**src/sgig_pkg.sv**
```systemverilog
// Package for the switch global interrupt gating block
package sgig_pkg;
   localparam int unsigned ADDR_W = 16;
   localparam int unsigned DATA_W = 32;
   localparam int unsigned PORT_N = 7;
   localparam logic [15:0] OFS_GLB_STATUS = 16'h0010;
   localparam logic [15:0] OFS_GLB_MASK = 16'h0014;
   localparam logic [15:0] OFS_PORT_STATUS = 16'h0018;
   localparam logic [15:0] OFS_PORT_MASK = 16'h001c;
   localparam int unsigned BIT_LOOKUP = 31;
   localparam int unsigned BIT_TRIG = 30;
   localparam int unsigned TMO_W = 30;
   localparam logic [31:0] GLB_MASK_RST = 32'h0000_0000;
   localparam logic [6:0] PORT_MASK_RST = 7'h00;
   localparam logic [6:0] PORT_STAT_RST = 7'h00;
   localparam logic [31:0] GLB_STAT_RST = 32'h0000_0000;
   localparam logic [31:0] RD_UNMAPPED = 32'h0000_0000;
endpackage

```
**src/sgig_top.sv**
```systemverilog
// Global interrupt gating: global and per-port status, masks and request
//
// Summary of operation
// RL1: Global mask bit 31 enables the lookup engine interrupt when 0 and blocks it when 1.
// RL2: Global mask bit 30 enables the trigger/timestamp unit interrupt when 0 and blocks it when 1.
// RL3: Global mask bits 29..0 enable the bus timeout interrupts when 0 and block them when 1.
// RL4: All global mask bits are read/write and reset to 0, so every global source starts enabled.
// RL5: Port summary status bits 6..0 show ports 7..1 requesting, read-only, reset to 0.
// RL6: Port summary bits only mirror each port's aggregate request; causes live in port registers.
// RL7: Port mask bits 6..0 are read/write, reset to 0 (enabled), and 1 disables that port.
// RL8: A port summary bit reaches the device interrupt only while its port mask bit is clear.
// RL9: Bits 31..7 of the port status and port mask registers are reserved and read-only.
// RL10: Global status shows lookup at 31, trigger at 30, timeouts at 29..0, read-only, reset 0.
// RL11: The interrupt request is high while any unmasked status bit is set, low otherwise.
// RL12: Software writes 0 to reserved port bits and preserves read-back values on updates.
`timescale 1ns/100ps
`default_nettype none
module sgig_top
   import sgig_pkg::*;
(
   input wire logic clk,
   input wire logic rst,
   input wire logic [sgig_pkg::ADDR_W-1:0] reg_addr,
   input wire logic reg_wr,
   input wire logic reg_rd,
   input wire logic [sgig_pkg::DATA_W-1:0] reg_wdata,
   output logic [sgig_pkg::DATA_W-1:0] reg_rdata_r,
   input wire logic lookup_engine_req,
   input wire logic trig_ts_req,
   input wire logic [sgig_pkg::TMO_W-1:0] bus_timeout_req,
   input wire logic [sgig_pkg::PORT_N-1:0] port_req,
   output logic irq_r
);
   import sgig_pkg::*;

   ////////////////////////////////////////////////////////////////////////
   // Status capture

   logic [31:0] glb_stat_r, glb_stat_nxt;
   logic [6:0] port_stat_r, port_stat_nxt;

   always_comb begin
      glb_stat_nxt = {lookup_engine_req, trig_ts_req, bus_timeout_req}; // RL10
      // Level mirror of each port's aggregate request only
      port_stat_nxt = port_req; // RL5 RL6
   end

   always_ff @(posedge clk or posedge rst) begin
      if (rst) begin
         glb_stat_r <= GLB_STAT_RST;
         port_stat_r <= PORT_STAT_RST;
      end else begin
         glb_stat_r <= glb_stat_nxt;
         port_stat_r <= port_stat_nxt;
      end
   end

   ////////////////////////////////////////////////////////////////////////
   // Mask registers

   logic [31:0] glb_mask_r, glb_mask_nxt;
   logic [6:0] port_mask_r, port_mask_nxt;

   always_comb begin
      glb_mask_nxt = glb_mask_r;
      port_mask_nxt = port_mask_r;
      if (reg_wr && reg_addr == OFS_GLB_MASK) begin
         glb_mask_nxt = reg_wdata; // RL1 RL2 RL3 RL4
      end
      if (reg_wr && reg_addr == OFS_PORT_MASK) begin
         // Upper bits are dropped; reserved field has no storage
         port_mask_nxt = reg_wdata[6:0]; // RL7 RL9
      end
   end

   always_ff @(posedge clk or posedge rst) begin
      if (rst) begin
         glb_mask_r <= GLB_MASK_RST;
         port_mask_r <= PORT_MASK_RST;
      end else begin
         glb_mask_r <= glb_mask_nxt;
         port_mask_r <= port_mask_nxt;
      end
   end

   ////////////////////////////////////////////////////////////////////////
   // Read port, one cycle latency

   logic [31:0] rdata_nxt;

   always_comb begin
      rdata_nxt = reg_rdata_r;
      if (reg_rd) begin
         case (reg_addr)
            OFS_GLB_STATUS: rdata_nxt = glb_stat_r;
            OFS_GLB_MASK: rdata_nxt = glb_mask_r;
            OFS_PORT_STATUS: rdata_nxt = {25'h0, port_stat_r}; // RL9
            OFS_PORT_MASK: rdata_nxt = {25'h0, port_mask_r}; // RL9
            default: rdata_nxt = RD_UNMAPPED;
         endcase
      end
   end

   always_ff @(posedge clk or posedge rst) begin
      if (rst) begin
         reg_rdata_r <= RD_UNMAPPED;
      end else begin
         reg_rdata_r <= rdata_nxt;
      end
   end

   ////////////////////////////////////////////////////////////////////////
   // Gating and request

   logic glb_req_r, port_req_r, irq_nxt;

   sgig_gate #(.W(32)) u_glb_gate (
      .clk(clk),
      .rst(rst),
      .stat(glb_stat_r),
      .mask(glb_mask_r),
      .req_r(glb_req_r)
   ); // RL1 RL2 RL3

   sgig_gate #(.W(7)) u_port_gate (
      .clk(clk),
      .rst(rst),
      .stat(port_stat_r),
      .mask(port_mask_r),
      .req_r(port_req_r)
   ); // RL8

   always_comb begin
      irq_nxt = glb_req_r | port_req_r; // RL11
   end

   always_ff @(posedge clk or posedge rst) begin
      if (rst) begin
         irq_r <= 1'b0;
      end else begin
         irq_r <= irq_nxt;
      end
   end
endmodule
`default_nettype wire

```
**src/sgig_gate.sv**
```systemverilog
// Per-bit status/mask gate with registered any-request result
`timescale 1ns/100ps
`default_nettype none
module sgig_gate #(
   parameter int unsigned W = 32
) (
   input wire logic clk,
   input wire logic rst,
   input wire logic [W-1:0] stat,
   input wire logic [W-1:0] mask,
   output logic req_r
);
   logic req_nxt;

   always_comb begin
      // Mask bit clear means enabled
      req_nxt = |(stat & ~mask);
   end

   always_ff @(posedge clk or posedge rst) begin
      if (rst) begin
         req_r <= 1'b0;
      end else begin
         req_r <= req_nxt;
      end
   end
endmodule
`default_nettype wire

```
**config.mk**
```make
export PLATFORM = sky130hd
export DESIGN_NAME = sgig_top
export DESIGN_NICKNAME = d
export VERILOG_FILES = /design/src/sgig_pkg.sv /design/src/sgig_top.sv /design/src/sgig_gate.sv
export SDC_FILE = /design/constraint.sdc
export NUM_CORES = 1
export LEC_CHECK = 0
export ABC_CLOCK_PERIOD_IN_PS = 6700
export BUFFER_PORTS_ARGS = -buffer_cell sky130_fd_sc_hd__buf_2
export CORE_UTILIZATION = 45
export DETAILED_ROUTE_END_ITERATION = 6
export PLACE_DENSITY = 0.7
export REMOVE_ABC_BUFFERS = 1
export SLEW_MARGIN = 20
export SYNTH_ARGS = -nofsm -noshare
export SYNTH_HDL_FRONTEND = slang
export SYNTH_SLANG_ARGS = --single-unit
```
**constraint.sdc**
```tcl
create_clock -name clk -period 6.7 [get_ports clk]
set_input_delay 1.005 -clock clk [delete_from_list [all_inputs] [get_ports clk]]
set_output_delay 1.005 -clock clk [all_outputs]
set_load 0.005 [all_outputs]
```
==> results_dict.tcl, run 1 <==
set metrics [dict create \
    synth_area_mm2 0.004447 \
    io-pin-count 124 \
    dieArea_mm2 0.01028 \
    detail_route.wl_per_cell_um 16.08 \
    ctsHoldBuffers 0 \
    clkTransAtPathRegs_ns 0.05 \
    synth_top_area_share_pct 63.59 \
    fin_ws_ns 3.403 \
    grt_pass1_wl_um 16400 \
    synth_edf_count 0 \
    tns_ns 0 \
    wl_um 10090 \
    cts_buffer_depth 2 \
    ys_types 23 \
    yosysMostFrequentCell "dfrtp_1" \
    via_per_inst 5.065 \
    leakagePower_nw 2.910 \
    p_seq_share_pct 42.8 \
    core_mm2 0.009415 \
    p_clk_share_pct 53.8 \
    cts_buffers 17 \
    post-synth-top-area-cell "dfrtp_1" \
    worstHoldPathType "flop to flop" \
    place_area_mm2 0.005190 \
    setup_viol 0 \
    grt_antenna_before_repair 2 \
    place_ws_ns 2.880 \
    fin_crit_sh_pct 49.20 \
    drive_above_1_share_pct 33.47 \
    insertion_delay_ns 0.50 \
    fillers 783 \
    grt_usage_pct 21.59 \
    critPathLaunchType "input port" \
    gp_congestion 0.7648 \
    stdcell_area_mm2 0.005791 \
    yosysSeqAreaShare_pct 63.59 \
    status "completed" \
    multi_input_area_mm2 0.001282 \
    placed_cells 593 \
    via_count 3176 \
    drt-initial-drc-count 126 \
    p_sw_share_pct 20.14 \
    reg2reg_to "u_glb_gate.req_r" \
    synth_flop_cell "dfrtp_1" \
    die_y_um 101.4 \
    grt_pass1_vias 3347 \
    rr_worst_depth 4 \
    postCtsSetupRepairBufs 0 \
    rows 35 \
    cts_max_level 4 \
    overflow 0 \
    start_util_pct 47.23 \
    yosys-top-cells-area "dfrtp_1 (64%), mux2_1 (9.9%), o22ai_1 (6.9%), inv_1 (6.1%), a22oi_1 (4.2%)" \
    cp_max_fo 33 \
    async_flop_share_pct 100.0 \
    hold_viol_final 0 \
    max_slew_margin_pct 45.19 \
    intPower_mw 1.312 \
    drt-pass1-iter-count 4 \
    cts_resized 0 \
    cts_sinks 113 \
    syn-instance-count 356 \
    fp.dieW_um 101.4 \
    nets 574 \
    synth_warnings 0 \
    root_buffer "clkbuf_8" \
    io_buffers 123 \
    hpwl_um 6572 \
    critPathLaunch "reg_addr[13]" \
    timing.final.max_slew_violations 0 \
    drcViolationCount 0 \
    skew_ns 0.009906 \
    critPathCapture "glb_mask_r[8]" \
    max_freq_mhz 303.3 \
    cp_data_required_time_ns 7.07 \
    grt_max_degree 66 \
    p_per_area_mw_per_mm2 283.7 \
    max-cap-violations 0 \
    fin_crit_ns 3.297 \
    rsz0062_at_grt "no" \
    cts_tree "done" \
    syn2layout_area_growth_pct 30.22 \
    final_antenna_net_count 0 \
    synthTopCellsByCount "dfrtp_1 (113), inv_1 (72), o22ai_1 (49)" \
    worstSetupEndpointType "flop" \
    cp.arrival_ns 3.66 \
    fin_hold_ws_ns 0.4258 \
    p_comb_share_pct 3.4 \
    ys_ff_latch 113 \
    peakVddDrop_v 0.0001361 \
    avgSynthCellArea_um2 12.49 \
    fin_cells 627 \
    power_switching_mw 0.3308 \
    regArea_mm2 0.002828 \
    worst_pin_slew_ns 0.8193 \
    critPathKind "input port to flop" \
    r2r_start "glb_stat_r[15]" \
    r2r_slack_ns 5.47 \
]
per-stage QoR:
stage	util [%]	power (mW)
2_1_floorplan	-	0.7319
3_3_place_gp	55.12	0.7704
3_5_place_dp	55.12	0.7721
4_1_cts	61.45	1.657
5_1_grt	61.50	1.698
6_report	61.50	1.643
power by group through the flow:
stage / Sequential (mW) / Clock [mW] / Combinational, mW
floorplan: 0.712 / 0 / 0.0199
detailed placement: 0.714 / 0 / 0.0580
CTS: 0.703 / 0.896 / 0.0582
finish: 0.703 / 0.883 / 0.0565
global placement: 0.714 / 0 / 0.0565
global route: 0.704 / 0.930 / 0.0644
flip-flops by register name, indices dropped and copies added, names as in the netlist:
register           count
reg_rdata_r           32
u_port_gate.req_r      1
port_stat_r            7
glb_stat_r            32
glb_mask_r            32
port_mask_r            7
u_glb_gate.req_r       1
irq_r                  1
cell usage in the layout, fill, tap and decap left out, types with 4 or more instances in the layout:
master       n
a221oi_1     8
a22o_1       7
mux2_1      39
nor4_1       4
dfrtp_1    113
o22ai_1     49
clkbuf_16   16
clkinv_2     4
buf_2      123
buf_4        4
inv_1       71
clkbuf_8     4
a22oi_1     25
worst min-delay path by stage:
stage / startpoint / end / slack [ns] / cells past startpoint
2_1_floorplan: u_glb_gate.req_r / irq_r / 0.41 / 1
3_3_place_gp: u_glb_gate.req_r / irq_r / 0.42 / 1
3_5_place_dp: u_glb_gate.req_r / irq_r / 0.42 / 1
4_1_cts: u_glb_gate.req_r / irq_r / 0.43 / 1
5_1_grt: u_glb_gate.req_r / irq_r / 0.45 / 1
6_report: u_glb_gate.req_r / irq_r / 0.43 / 1
per-layer routing:
metal / part of all wire, % / up-vias / GRT usage, %
met5: 0 / - / 0
met4: 0.90 / 0 / 8.807
met3: 4.3 / 4 / 6.142
met2: 51 / 102 / 36.53
met1: 44 / 1547 / 26.06
li1: - / 1523 / -
cell type report:
type | instances | area share (%)
diodes | 2 | 0.08643
clock buffers | 22 | 7.995
clock inverters | 10 | 2.290
inverters | 72 | 4.710
multi-input cells | 152 | 22.15
flip-flops and latches | 113 | 48.83
well taps | 129 | 2.787
repair buffers | 127 | 11.15
critical path, cell delays in order:
cell	delay, ns
buf_2	0.10
or4_1	0.70
nor4_4	0.32
buf_4	0.41
nand2_2	0.57
mux2_1	0.54
cells by family (layout without fill, tap and decap cells):
logic type	count (synthesis)	in the layout	share of synthesized area, %
DFF	113	113	63.59
buffers and inverters	91	231	7.822
AOI/OAI and AO/OA	90	90	14.29
muxes	39	39	9.876
and+or+nand+nor	23	23	4.417
other	0	2	0
Power figures use the tool's default switching activity.
==> run 2: changes to the inputs <==
--- a/config.mk
+++ b/config.mk
@@ -5,7 +5,7 @@
 export SDC_FILE = /design/constraint.sdc
 export NUM_CORES = 1
 export LEC_CHECK = 0
-export ABC_CLOCK_PERIOD_IN_PS = 6700
+export ABC_CLOCK_PERIOD_IN_PS = 3200
 export BUFFER_PORTS_ARGS = -buffer_cell sky130_fd_sc_hd__buf_2
 export CORE_UTILIZATION = 45
 export DETAILED_ROUTE_END_ITERATION = 6
==> constraint.sdc (replaced) <==
create_clock -name clk -period 3.2 [get_ports clk]
set_input_delay 0.48 -clock clk [delete_from_list [all_inputs] [get_ports clk]]
set_output_delay 0.48 -clock clk [all_outputs]
set_load 0.005 [all_outputs]
==> results_dict.tcl, run 2 (same netlist as run 1, synthesis figures left out) <==
set metrics [dict create \
    intPower_mw 2.803 \
    grt_antenna_before_repair 0 \
    timing.final.max_slew_violations 0 \
    core_mm2 0.009415 \
    clkTransAtPathRegs_ns 0.05 \
    power_switching_mw 0.6936 \
    die_y_um 101.4 \
    wl_um 10050 \
    critPathLaunch "reg_addr[13]" \
    r2r_slack_ns 1.92 \
    slowest_stage "or4_1" \
    syn2layout_area_growth_pct 31.32 \
    placed_cells 597 \
    final_core_util_pct 62.02 \
    fin_cells 628 \
    detail_route.wl_per_cell_um 16.00 \
    r2r_start "glb_stat_r[24]" \
    regArea_mm2 0.002828 \
    worstHoldPathType "input port to asynchronous set/reset pin" \
    hold_viol_final 0 \
    nets 578 \
    insertion_delay_ns 0.50 \
    p_seq_share_pct 42.0 \
    cts_resized 0 \
    postCtsSetupRepairBufs 0 \
    grt_pass1_vias 3344 \
    cpLargestDelayFamily "simple AND/OR/NAND/NOR gates" \
    p_per_area_mw_per_mm2 598.7 \
    rr_worst_depth 4 \
    multi_input_area_mm2 0.001282 \
    max-cap-violations 0 \
    path_cells "buf_2 -> or4_1 -> nor4_4 -> buf_4 -> nand2_1 -> mux2_1" \
    cts_tree "done" \
    diodes 0 \
    hpwl_um 6438 \
    cp_data_required_time_ns 3.57 \
    peakVddDrop_v 0.0002868 \
    max_freq_mhz 484.9 \
    root_buffer "clkbuf_8" \
    dieArea_mm2 0.01028 \
    drcViolationCount 0 \
    leakagePower_nw 2.948 \
    fp.dieW_um 101.4 \
    setup_viol 0 \
    cts_sinks 113 \
    rsz0062_at_grt "no" \
    max_slew_margin_pct 61.13 \
    cts_max_level 4 \
    final_antenna_net_count 0 \
    io-pin-count 124 \
    via_per_inst 5.150 \
    critPathBufInv 2 \
    stdcell_area_mm2 0.005839 \
    largestRegisters "glb_mask_r x32, glb_stat_r x32, reg_rdata_r x32" \
    fin_crit_sh_pct 64.45 \
    cts_buffer_depth 2 \
    cp.arrival_ns 2.43 \
    p_clk_share_pct 54.5 \
    skew_ns 0.006824 \
    ctsHoldBuffers 0 \
    critPathLaunchType "input port" \
    drive_above_1_share_pct 34.07 \
    overflow 0 \
    fillers 786 \
    p_sw_share_pct 19.84 \
    fin_crit_ns 2.062 \
    status "completed" \
    drt-initial-drc-count 121 \
    cts_buffers 17 \
    drt-pass1-iter-count 4 \
    crit_path_max_incr_delay_ns 0.72 \
    place_area_mm2 0.005233 \
    io_buffers 123 \
    p_comb_share_pct 3.5 \
    total_power_mw 3.496 \
    gp_congestion 0.7481 \
    grt_usage_pct 20.89 \
    reg2reg_to "u_glb_gate.req_r" \
    final_cell_mix "buf_2 (123), dfrtp_1 (113), inv_1 (71)" \
    critPathKind "input port to flop" \
    grt_max_degree 69 \
    grt_pass1_wl_um 16020 \
    start_util_pct 47.23 \
    rows 35 \
    worstSetupEndpointType "flop" \
    cp_max_fo 8 \
    mostFrequentLayoutCell "buf_2" \
    worst_pin_slew_ns 0.5831 \
    via_count 3234 \
]
-- run 2: cell types whose count changed in the layout (fill, tap and decap cells not counted), sizes merged --
cell	change
clkbuf	-2
clkinvlp	-2
bufinv	+1
buf	+4
diode	-2
clkinv	+2
-- run 2: cell type report --
type / count / share of cell area (%)
clock inverters: 11 / 2.764
clock buffers: 20 / 7.628
multi-input cells: 152 / 21.96
inverters: 72 / 4.671
well taps: 129 / 2.764
repair buffers: 131 / 11.78
flip-flops and latches: 113 / 48.43
-- run 2: worst max path at each step --
stage	endpoint	cells past startpoint
after floorplan	glb_mask_r[0]	4
after global placement	glb_mask_r[25]	6
after detailed placement	glb_mask_r[24]	6
after CTS	glb_mask_r[24]	6
after global routing	port_mask_r[2]	6
final	port_mask_r[2]	6
-- run 2: metal layers --
layer,part of all wire (%),global-route usage (%)
met5,0,0
met4,1.6,8.361
met3,3.8,5.038
met2,51,35.37
met1,44,25.88
-- run 2: power groups by stage --
stage | Combinational (mW) | Clock (mW) | Sequential [mW]
after floorplan | 0.0417 | 0 | 1.49
after global placement | 0.122 | 0 | 1.49
after detailed placement | 0.124 | 0 | 1.49
after CTS | 0.125 | 1.93 | 1.47
after global routing | 0.137 | 1.99 | 1.47
final | 0.121 | 1.91 | 1.47
-- run 2: worst reg2reg max path, stage by stage (launching register included) --
cell	delay (ns)
dfrtp_1	0.37
inv_1	0.05
o22ai_1	0.07
nor4_1	0.50
nand4_1	0.15
-- run 2: per-stage QoR --
step	setup TNS [ns]	worst slack (ns)	hold slack (ns)
2_1_floorplan	-47.24	-0.5322	0.4103
3_3_place_gp	0	0.6995	0.4194
3_5_place_dp	0	0.6362	0.4187
4_1_cts	0	1.155	0.06227
5_1_grt	0	1.062	0.06439
6_report	0	1.138	0.05126
